`src/hdl/ops_defs.svh`:
```
// Timing counts and level constants for the offline PWM sequencer.
`ifndef OPS_DEFS_SVH
`define OPS_DEFS_SVH

`define OPS_CLK_MHZ         100
`define OPS_SW_FREQ_KHZ     60
`define OPS_SW_PERIOD_CYC   ((`OPS_CLK_MHZ * 1000) / `OPS_SW_FREQ_KHZ)
`define OPS_JITTER_SPAN     64
`define OPS_MAX_ON_PCT      75
`define OPS_SS_STEPS        16
`define OPS_SS_TOTAL_US     8500
`define OPS_SS_STEP_CYC     ((`OPS_SS_TOTAL_US * `OPS_CLK_MHZ) / `OPS_SS_STEPS)
`define OPS_SC_PERSIST_MS   50
`define OPS_SC_PERSIST_CYC  (`OPS_SC_PERSIST_MS * 1000 * `OPS_CLK_MHZ)
`define OPS_RESTART_MS      1000
`define OPS_RESTART_CYC     (`OPS_RESTART_MS * 1000 * `OPS_CLK_MHZ)
`define OPS_LIMIT_BITS      4
`define OPS_LIMIT_FULL      4'hF
`define OPS_LIMIT_BURST     4'h3

`endif

```
`src/hdl/ops_pkg.sv`:
```
// Types shared by the offline PWM sequencer.
package ops_pkg;

   typedef enum logic [2:0] {
      OPS_CHARGE  = 3'b000,
      OPS_SOFT    = 3'b001,
      OPS_RUN     = 3'b010,
      OPS_BURST   = 3'b011,
      OPS_RESTART = 3'b100
   } ops_state_t;

endpackage : ops_pkg

```
`src/hdl/ops_sync.sv`:
```
// Two-flop synchroniser for a group of comparator results.
`timescale 1ns/1ns
`default_nettype none

module ops_sync #(
   parameter int WIDTH = 8
) (
   input  wire logic             clk,
   input  wire logic             resetn,
   input  wire logic [WIDTH-1:0] asyncIn,
   output logic      [WIDTH-1:0] syncOut
);

   logic [WIDTH-1:0] meta_q;

   // Each bit passes two flops; only the second flop is read downstream.
   genvar i;
   for (i = 0; i < WIDTH; i++) begin : g_bit
      always_ff @(posedge clk or negedge resetn) begin
         if (!resetn) begin
            meta_q[i]  <= 1'b0;
            syncOut[i] <= 1'b0;
         end else begin
            meta_q[i]  <= asyncIn[i];
            syncOut[i] <= meta_q[i];
         end
      end
   end

endmodule : ops_sync

`default_nettype wire

```
`src/hdl/ops_sequencer.sv`:
```
// Control sequencer of an offline current-mode converter: startup, soft-start, PWM, burst, faults.
`timescale 1ns/1ns
`default_nettype none
`include "ops_defs.svh"

module ops_sequencer #(
   parameter int SW_PERIOD_CYC  = `OPS_SW_PERIOD_CYC,
   parameter int SS_STEP_CYC    = `OPS_SS_STEP_CYC,
   parameter int SC_PERSIST_CYC = `OPS_SC_PERSIST_CYC,
   parameter int RESTART_CYC    = `OPS_RESTART_CYC
) (
   input  wire logic       clk,
   input  wire logic       resetn,
   input  wire logic       supplyAtTurnOn,
   input  wire logic       supplyAtLow,
   input  wire logic       pwmCompareTrip,
   input  wire logic       overcurrentComparator,
   input  wire logic       errorAmpSaturated,
   input  wire logic       errorAmpBelowBurst,
   input  wire logic       errorAmpAboveBurstHyst,
   input  wire logic       clampFaultCurrent,
   input  wire logic       shortCircuitDetect,
   output logic            startupChargeEnable,
   output logic            gateDrive,
   output logic [3:0]      peakCurrentLimit,
   output logic            burstActive,
   output logic            faultRestart
);

   localparam int CW = 34;

   logic [7:0] cmpSync;
   logic       vOn;
   logic       vLow;
   logic       pwmTrip;
   logic       ocTrip;
   logic       eaSat;
   logic       eaBurst;
   logic       eaResume;
   logic       clampHigh;
   logic       scDet;

   ops_pkg::ops_state_t state_q;
   logic [CW-1:0]       timer_q;
   logic [CW-1:0]       scCount_q;
   logic [3:0]          ssStep_q;
   logic [15:0]         cycCount_q;
   logic [15:0]         period_q;
   logic [5:0]          lfsr_q;
   logic                everOn_q;
   logic                onPhase_q;
   logic                burstOn_q;
   logic                switching;
   logic                clampFault;
   logic                scFault;
   logic                cycleStart;
   logic [15:0]         maxOn;

   // Every comparator result crosses into the clock domain first.
   ops_sync #(
      .WIDTH (8)
   ) u_sync (
      .clk     (clk),
      .resetn  (resetn),
      .asyncIn ({supplyAtTurnOn, supplyAtLow, pwmCompareTrip, overcurrentComparator,
                 errorAmpSaturated, errorAmpBelowBurst, errorAmpAboveBurstHyst,
                 clampFaultCurrent}),
      .syncOut (cmpSync)
   );

   assign {vOn, vLow, pwmTrip, ocTrip, eaSat, eaBurst, eaResume, clampHigh} = cmpSync;

   // The short-circuit flag also comes from an analogue sense, so it is synchronised too.
   ops_sync #(
      .WIDTH (1)
   ) u_sync_sc (
      .clk     (clk),
      .resetn  (resetn),
      .asyncIn (shortCircuitDetect),
      .syncOut (scDet)
   );

   // Clamp fault needs the current limit and the clamp current at once.
   assign clampFault = ocTrip && clampHigh && switching;
   assign scFault    = (scCount_q >= CW'(SC_PERSIST_CYC - 1)) && scDet;

   // Switching states. In burst the pulses follow the hysteresis flop, and a fresh drop
   // below the threshold masks the gate at once instead of waiting a cycle for the flop.
   assign switching  = (state_q == ops_pkg::OPS_SOFT) || (state_q == ops_pkg::OPS_RUN)
                       || (state_q == ops_pkg::OPS_BURST && burstOn_q && !eaBurst);

   // Supply hysteresis: the source charges until turn-on and restarts at the low level,
   // so during a fault the supply keeps cycling between the two levels.
   always_ff @(posedge clk or negedge resetn) begin
      if (!resetn) begin
         startupChargeEnable <= 1'b1;
      end else if (vOn) begin
         startupChargeEnable <= 1'b0;
      end else if (vLow) begin
         startupChargeEnable <= 1'b1;
      end
   end

   // Remembers that the turn-on threshold was reached once; only lockout reset clears it.
   always_ff @(posedge clk or negedge resetn) begin
      if (!resetn) begin
         everOn_q <= 1'b0;
      end else if (vOn) begin
         everOn_q <= 1'b1;
      end
   end

   // Burst hysteresis: pulses stop below the burst threshold and return only above
   // threshold plus hysteresis, so a level near the threshold cannot chatter the switch.
   always_ff @(posedge clk or negedge resetn) begin
      if (!resetn) begin
         burstOn_q <= 1'b0;
      end else if (state_q != ops_pkg::OPS_BURST || eaBurst) begin
         burstOn_q <= 1'b0;
      end else if (eaResume) begin
         burstOn_q <= 1'b1;
      end
   end

   // Main sequence. Lockout acts as reset, so the sequence only returns to OPS_CHARGE below it.
   always_ff @(posedge clk or negedge resetn) begin
      if (!resetn) begin
         state_q <= ops_pkg::OPS_CHARGE;
      end else begin
         case (state_q)
            ops_pkg::OPS_CHARGE: begin
               if (vOn) begin
                  state_q <= ops_pkg::OPS_SOFT;
               end
            end
            ops_pkg::OPS_SOFT: begin
               if (scFault || clampFault) begin
                  state_q <= ops_pkg::OPS_RESTART;
               end else if (ssStep_q == 4'hF && timer_q >= CW'(SS_STEP_CYC - 1)) begin
                  state_q <= ops_pkg::OPS_RUN;
               end
            end
            ops_pkg::OPS_RUN: begin
               if (scFault || clampFault) begin
                  state_q <= ops_pkg::OPS_RESTART;
               end else if (eaBurst) begin
                  state_q <= ops_pkg::OPS_BURST;
               end
            end
            ops_pkg::OPS_BURST: begin
               if (scFault || clampFault) begin
                  state_q <= ops_pkg::OPS_RESTART;
               end else if (eaSat) begin
                  state_q <= ops_pkg::OPS_RUN;
               end
            end
            ops_pkg::OPS_RESTART: begin
               if (timer_q >= CW'(RESTART_CYC - 1)) begin
                  state_q <= ops_pkg::OPS_SOFT;
               end
            end
            default: begin
               state_q <= ops_pkg::OPS_CHARGE;
            end
         endcase
      end
   end

   // Shared timer: soft-start step time and the 1 s restart hold.
   // A fault clears it in soft-start, so the hold always counts from zero.
   always_ff @(posedge clk or negedge resetn) begin
      if (!resetn) begin
         timer_q <= '0;
      end else if (state_q == ops_pkg::OPS_SOFT) begin
         if (scFault || clampFault || timer_q >= CW'(SS_STEP_CYC - 1)) begin
            timer_q <= '0;
         end else begin
            timer_q <= timer_q + 1'b1;
         end
      end else if (state_q == ops_pkg::OPS_RESTART) begin
         if (timer_q >= CW'(RESTART_CYC - 1)) begin
            timer_q <= '0;
         end else begin
            timer_q <= timer_q + 1'b1;
         end
      end else begin
         timer_q <= '0;
      end
   end

   // Soft-start step index; each restart begins again from the lowest step.
   always_ff @(posedge clk or negedge resetn) begin
      if (!resetn) begin
         ssStep_q <= 4'h0;
      end else if (state_q != ops_pkg::OPS_SOFT) begin
         ssStep_q <= 4'h0;
      end else if (timer_q >= CW'(SS_STEP_CYC - 1) && ssStep_q != 4'hF) begin
         ssStep_q <= ssStep_q + 4'h1;
      end
   end

   // Short-circuit persistence counter; any gap in the condition starts it over.
   always_ff @(posedge clk or negedge resetn) begin
      if (!resetn) begin
         scCount_q <= '0;
      end else if (!scDet || !switching) begin
         scCount_q <= '0;
      end else if (scCount_q < CW'(SC_PERSIST_CYC - 1)) begin
         scCount_q <= scCount_q + 1'b1;
      end
   end

   // Active current limit: soft-start steps, full limit in run, burst clamp.
   always_ff @(posedge clk or negedge resetn) begin
      if (!resetn) begin
         peakCurrentLimit <= 4'h0;
      end else begin
         case (state_q)
            ops_pkg::OPS_SOFT:  peakCurrentLimit <= ssStep_q;
            ops_pkg::OPS_RUN:   peakCurrentLimit <= `OPS_LIMIT_FULL;
            ops_pkg::OPS_BURST: peakCurrentLimit <= `OPS_LIMIT_BURST;
            default:            peakCurrentLimit <= 4'h0;
         endcase
      end
   end

   // Jitter source: a small LFSR spreads the period to smear emissions.
   always_ff @(posedge clk or negedge resetn) begin
      if (!resetn) begin
         lfsr_q <= 6'h01;
      end else if (cycleStart) begin
         lfsr_q <= {lfsr_q[4:0], lfsr_q[5] ^ lfsr_q[4]};
      end
   end

   // Cycle boundary and duty cap; the cap leaves the core time to reset every cycle.
   assign cycleStart = (cycCount_q >= period_q - 16'h0001);
   assign maxOn      = 16'((32'(period_q) * `OPS_MAX_ON_PCT) / 100);

   // Oscillator counter and next period; centre is 60 kHz, spread is a few percent.
   always_ff @(posedge clk or negedge resetn) begin
      if (!resetn) begin
         cycCount_q <= 16'h0000;
         period_q   <= 16'(SW_PERIOD_CYC);
      end else if (cycleStart) begin
         cycCount_q <= 16'h0000;
         period_q   <= 16'(SW_PERIOD_CYC - (`OPS_JITTER_SPAN / 2)) + {10'h000, lfsr_q};
      end else begin
         cycCount_q <= cycCount_q + 16'h0001;
      end
   end

   // On-time: set at cycle start, ended by PWM compare, current limit or maximum duty.
   always_ff @(posedge clk or negedge resetn) begin
      if (!resetn) begin
         onPhase_q <= 1'b0;
      end else if (cycleStart) begin
         onPhase_q <= switching && everOn_q;
      end else if (pwmTrip) begin
         onPhase_q <= 1'b0;
      end else if (ocTrip) begin
         onPhase_q <= 1'b0;
      end else if (cycCount_q >= maxOn || !switching) begin
         onPhase_q <= 1'b0;
      end
   end

   // Gate output from a flop; a trip in the same cycle blocks the drive at once.
   always_ff @(posedge clk or negedge resetn) begin
      if (!resetn) begin
         gateDrive <= 1'b0;
      end else begin
         gateDrive <= onPhase_q && !pwmTrip && !ocTrip && switching;
      end
   end

   // Status outputs for the analogue side and observation.
   always_ff @(posedge clk or negedge resetn) begin
      if (!resetn) begin
         burstActive  <= 1'b0;
         faultRestart <= 1'b0;
      end else begin
         burstActive  <= (state_q == ops_pkg::OPS_BURST);
         faultRestart <= (state_q == ops_pkg::OPS_RESTART);
      end
   end

endmodule : ops_sequencer

`default_nettype wire

```
`config.mk`:
```
export PLATFORM = sky130hd
export DESIGN_NAME = ops_sequencer
export DESIGN_NICKNAME = d
export VERILOG_FILES = /design/src/hdl/ops_pkg.sv /design/src/hdl/ops_sync.sv /design/src/hdl/ops_sequencer.sv
export VERILOG_INCLUDE_DIRS = /design/src /design/src/hdl
export SDC_FILE = /design/constraint.sdc
export NUM_CORES = 1
export LEC_CHECK = 0
export ABC_AREA = 1
export BUFFER_PORTS_ARGS = -buffer_cell sky130_fd_sc_hd__buf_2
export CAP_MARGIN = 10
export CORE_UTILIZATION = 35
export CTS_BUF_LIST = sky130_fd_sc_hd__clkbuf_4
export DETAILED_ROUTE_END_ITERATION = 12
export PLACE_DENSITY = 0.48
export SYNTH_ARGS = -nofsm -noshare
export SYNTH_HDL_FRONTEND = slang
export SYNTH_HIERARCHICAL = 1
export SYNTH_SLANG_ARGS = --single-unit
```
`constraint.sdc`:
```
create_clock -name clk -period 10.1 [get_ports clk]
set_input_delay 0.505 -clock clk [delete_from_list [all_inputs] [get_ports clk]]
set_output_delay 0.505 -clock clk [all_outputs]
set_load 0.02 [all_outputs]
```
# Word-level counts from Yosys, hierarchy flattened
# Cells that the tools add are included.
[totals]
register_bits = 142
latchBits = 0
mem_bits_rw = 0
romBits = 0
inputBits = 11
output_inout_bits = 8
mem_count = 0
[classes]
n_addsub = 6
n_mul = 1
n_div = 1
magnitude_cmp = 6
eq_ne = 13
n_shift = 0
n_mux = 27
bitwise_logic = 1
n_reduce_logical = 30
[ops]
columns = ["operator", "count"]
rows = [
  ["34-bit 2-to-1 mux", 6],
  ["34-bit by 1-bit adder with 34-bit output (second input constant)", 2],
  ["34-bit by 16-bit >= comparator with 1-bit output (second input constant)", 1],
  ["34-bit by 23-bit >= comparator with 1-bit output (second input constant)", 1],
  ["34-bit by 27-bit >= comparator with 1-bit output (second input constant)", 1],
  ["34-bit by 23-bit less-than comparator with 1-bit output (second input constant)", 1],
  ["23-bit by 7-bit divider with 32-bit output (second input constant)", 1],
  ["16-bit >= comparator", 2],
  ["3-bit 2-to-1 mux", 8],
  ["16-bit by 7-bit multiplier with 23-bit output (second input constant)", 1],
  ["16-bit by 1-bit adder with 16-bit output (second input constant)", 1],
  ["16-bit 2-to-1 mux", 1],
  ["16-bit by 1-bit subtractor with 16-bit output (second input constant)", 1],
  ["3-bit one-hot mux with 5 select lines", 1],
  ["11-bit by 6-bit adder with 12-bit output (first input constant)", 1],
  ["4-bit one-hot mux with 3 select lines", 1],
  ["1-bit logical AND", 11],
  ["3-bit by 1-bit inequality test with 1-bit output (second input constant)", 3],
  ["1-bit 2-to-1 mux", 8],
  ["4-bit 2-to-1 mux", 2],
  ["2-bit nonzero test", 4],
  ["1-bit logical OR", 7],
  ["3-bit by 2-bit == test with 1-bit output (second input constant)", 2],
  ["3-bit by 2-bit inequality test with 1-bit output (second input constant)", 2],
  ["12 further kinds", 16],
]

# Longest topological paths before layout
[logic_depth]
depth_word = 10
ltp_mapped = 87

# Modules after synthesis
# The synthesis kept the hierarchy.
[by_module_without_submodules]
columns = ["mod", "n_inst", "cells_per_inst", "area_per_inst_um2"]
rows = [
  ["ops_sequencer", 1, 1254, 8972.4],
  ["ops_sync (u_sync)", 1, 16, 400.4],
  ["ops_sync (u_sync_sc)", 1, 2, 50.0],
]

# Least setup slack after synthesis
# OpenSTA, ideal clock, no wires.
[synth_timing]
path_type = "register to register"
startpoint = "register period_q[5]"
endpoint = "register onPhase_q"
setup_time_ns = 0.101
arrival_ns = 8.278
required_ns = 9.999
slack_ns = 1.722
path_stages_with_launch = 77
cell_sequence = "dfrtp_1 -> inv_1 -> ha_1 -> inv_1 -> ha_1 -> inv_1 -> fa_1 -> inv_1 -> ha_1 -> ha_1 -> nand2_1 -> inv_1 -> nand2_1 -> nand2_1 -> inv_1 -> nand2_1 -> nand2_1 -> nand2_2 -> [... 41 more ...] -> nand2_1 -> nand2_1 -> nor2_1 -> nand2_1 -> nand3_1 -> ha_1 -> inv_1 -> nand2_1 -> a21oi_1 -> o21ai_0 -> nand2_1 -> a21boi_0 -> o21a_1 -> o21a_1 -> o21a_1 -> o21ai_0 -> a21oi_1 -> o32ai_1"
[synth_between]
elab_chain_len = 5
word_cells_on_any_way = 8
[synth_lines]
columns = ["element", "line_no", "source"]
rows = [
  ["start: declaration", "ops_sequencer.sv:48", "logic [15:0] period_q;"],
  ["start signal: assignment", "ops_sequencer.sv:244", "period_q <= 16'(SW_PERIOD_CYC);"],
  ["start signal: assignment", "ops_sequencer.sv:247", "period_q <= 16'(SW_PERIOD_CYC - (`OPS_JITTER_SPAN / 2)) + {10'h000, lfsr_q};"],
  ["16-bit by 7-bit multiplier with 23-bit output (no source line)", "-", ""],
  ["23-bit by 7-bit divider with 32-bit output", "ops_sequencer.sv:238", "assign maxOn = 16'((32'(period_q) * `OPS_MAX_ON_PCT) / 100);"],
  ["16-bit >= comparator", "ops_sequencer.sv:263", "end else if (cycCount_q >= maxOn || !switching) begin"],
  ["1-bit logical OR", "ops_sequencer.sv:263", ""],
  ["4-bit nonzero test (no source line)", "-", ""],
  ["end signal: assignment", "ops_sequencer.sv:258", "onPhase_q <= switching && everOn_q;"],
  ["end: declaration", "ops_sequencer.sv:51", "logic onPhase_q;"],
]
# Several ways; a longest one is shown, not always the timed one.
# A chain may end at the register's enable or synchronous reset.

# Worst setup path in the final report
# Ends and elaborated chain as after synthesis.

==> impl_metrics.json <==
{
  "status": "finished, final reports clean",
  "syn-cell-area_mm2": 0.00942,
  "io_pins": 19,
  "route.vias.total": 7915,
  "synthArstFlopShare_pct": 100,
  "dp_cells": 1631,
  "antenna_found_initial": 1,
  "post_drt_wl_per_cell_um": 12.0,
  "syn_to_final_growth_pct": 12.4,
  "syn_inst": 1272,
  "drv_slew": 0,
  "synthFlopType": "dfrtp_1",
  "drc_errors": 0,
  "min_period_over_period_pct": 91.4,
  "die_area_mm2": 0.0276,
  "insertion_delay_ns": 0.50,
  "relSlewSlack_pct": 43.1,
  "final_area_mm2": 0.0106,
  "postRouteAntennaNets": 0,
  "crit_path_max_incr_delay_ns": 0.53,
  "synth_largest_area_cell": "dfrtp_1",
  "instances_no_fill": 1678,
  "start_util_pct": 36.0,
  "cts_tree": "built",
  "cts_root_buffer": "clkbuf_4",
  "muxShareOfSynthArea_pct": 0,
  "cap_violations": 0,
  "synth_edf_count": 0,
  "critical_path_class": "flop to flop",
  "clock.fmax_mhz": 108,
  "grt-ovfl-total": 0,
  "synth.yosys.seq_area_share_pct": 35.4,
  "clkSlewWorstSetupHoldPaths_ns": 0.13,
  "hold_violations": 0,
  "drive_gt1_share_pct": 13.7,
  "io_buffers": 18,
  "setup_viol": 0,
  "syn_avg_cell_area_um2": 7.41,
  "grtUsageTotal_pct": 15.2,
  "drt_wl_total_um": 20200,
  "drt_iter0_markers": 354,
  "die_h_um": 166,
  "final_nets": 1424,
  "hold_class": "primary input to flop",
  "synth_fa_ha_area_share_pct": 11.7,
  "drtPass1Iterations": 4,
  "cp-start-kind": "flop",
  "synth_area_leaders": "dfrtp_1 (34%), nand2_1 (12%), ha_1 (10%)",
  "yosys.cell_types.count": 51,
  "synth_compound_area_share_pct": 9.10,
  "period_needed_ns": 9.23,
  "grt_pass1_wl_um": 35000,
  "dp_hpwl_um": 15400,
  "placed_cell_area_mm2": 0.00997,
  "viasPerCell": 4.72,
  "grt_max_degree": 68,
  "ys_seq_elements": 133,
  "htreeDepth": 4,
  "crit_slowest_cell": "fa_1",
  "grt_pass1_vias": 7538,
  "synth_top_family_by_area": "simple AND/OR/NAND/NOR gates",
  "cts_sinks": 133,
  "crit_top_cell": "nand2_2",
  "cpLargestDelayFamily": "simple AND/OR/NAND/NOR gates",
  "synth-simple-area-share_pct": 31.8,
  "rows": 59,
  "synth_warnings": 6,
  "synth_top_area_share_pct": 34.3,
  "path_buf_inv": 3,
  "worstMarginPinSlew_ns": 0.854,
  "cts_made_buffers": 17,
  "fin_skew_ns": 0.0176,
  "die_w_um": 166,
  "worstPathRequired_ns": 10.51,
  "globalplace.congestion": 0.836,
  "clockBufferDepth": 2,
  "worstPathArrival_ns": 9.64,
  "synthXorXnorAreaFrac_pct": 2.70,
  "end_kind": "flop",
  "core-area_mm2": 0.0262,
  "crit_path_max_fanout": 7
}
through the flow:
stage,setup slack [ns],utilization [%],setup TNS [ns],hold WS [ns]
final,0.870,40.4,0,0.0993
after global routing,-0.0652,40.4,-0.0652,0.0355
after detailed placement,0.450,38.1,0,0.335
after global placement,0.490,38.1,0,0.333
after CTS,0.405,39.2,0,0.0430
after floorplan,1.72,-,0,0.209
routing by layer:
metal | vias up | share of wire, % | GRT usage, %
li1 | 4211 | - | -
met1 | 3607 | 51 | 20.9
met2 | 76 | 46 | 25.0
met3 | 21 | 1.9 | 1.69
met4 | 0 | 1.5 | 4.39
met5 | - | 0 | 0
worst paths after layout:
kind	depth (start not counted)	to	startpoint	slack, ns
worst max-delay path	73	onPhase_q$_DFFE_PN0P_	period_q[5]$_DFFE_PN0N_	0.87
worst min-delay path	1	u_sync/meta_q[7]$_DFF_PN0_	supplyAtTurnOn	0.1
worst max register to register	73	onPhase_q$_DFFE_PN0P_	period_q[5]$_DFFE_PN0N_	0.87
worst min register to register	0	u_sync_sc/syncOut$_DFF_PN0_	u_sync_sc/meta_q$_DFF_PN0_	0.35
max in group asynchronous	3	timer_q[14]$_DFF_PN0_	resetn	8.26
min in group asynchronous	2	scCount_q[28]$_DFFE_PN0P_	resetn	0.55
registers in the layout (all words and copies together), names as in the netlist, 3 cells and up:
signal	count
u_sync/meta_q	8
timer_q	34
ssStep_q	4
scCount_q	34
peakCurrentLimit	4
lfsr_q	6
cycCount_q	16
u_sync/syncOut	8
period_q	7
state_q	3
what timing repair did:
item	4_1_cts	5_1_grt
gates resized for setup	0	58
hold endpoints to repair	64	0
endpoints found under the setup margin	0	1
hold buffers	1	0
buffers inserted	0	13
worst register-to-register path: cells and delay by family (launching register included):
family | cells | cell delay [ns]
AO/OA/AOI/OAI | 11 | 1.31
adder cells (fa/ha/maj) | 6 | 2.00
buffers and inverters | 3 | 0.26
flip-flops | 1 | 0.44
AND/OR/NAND/NOR | 53 | 5.12
layout make-up:
class | instances | area (µm²)
well taps | 335 | 419
multi-input cells | 916 | 5480
clock inverters | 15 | 154
fillers | 2749 | 15600
inverters | 226 | 848
flip-flops and latches | 133 | 3330
clock buffers | 17 | 128
diodes | 1 | 2.50
repair buffers | 35 | 226
cell usage after synthesis, types with 2 or more instances:
master	n
nand2_1	292
inv_1	215
dfrtp_1	129
nor2_1	127
nand3_1	78
ha_1	77
a21oi_1	48
o21ai_0	44
nand4_1	31
nor3_1	31
nand2_2	26
xor2_1	21
inv_2	10
nand2_4	10
nor4_1	9
o21a_1	9
xnor2_1	8
clkbuf_1	7
fa_1	7
nor2_2	7
nand3_2	6
nor3b_1	6
a211oi_1	5
a31oi_1	5
and3_1	5
dfstp_2	4
nand4_2	4
o211ai_1	4
a21boi_0	3
a21o_1	3
and2_1	3
nand3b_1	3
nor2_4	3
o21ai_2	3
o21bai_1	3
o22ai_1	3
o31ai_1	3
or2_2	3
or4_1	3
a2bb2oi_1	2
o211a_1	2
kinds of logic after synthesis:
| logic type | after synthesis |
|---|---|
| compound gates | 144 |
| buf+inv | 233 |
| other cells | 1 |
| flops | 133 |
| fa+ha+maj | 84 |
| simple gates | 648 |
| xor+xnor | 29 |
layout by cell type (no fill, tap or decap), types with 7 or more instances in the layout:
cell type	count
nand2_2	39
nand2_4	16
fa_1	7
clkbuf_4	17
nor3_1	31
a21oi_1	47
inv_2	11
nand3_1	70
inv_1	214
nor4_1	9
nand2_1	273
xor2_1	21
nand3_2	13
buf_2	17
ha_1	72
o21ai_0	41
conb_1	11
o21a_1	9
nand4_1	31
nor2_1	121
dfrtp_1	128
nor2_2	10
buf_4	16
xnor2_1	8
Power is not shown: default switching activity piles up to over one toggle a cycle in this logic, so the estimate is an artifact.
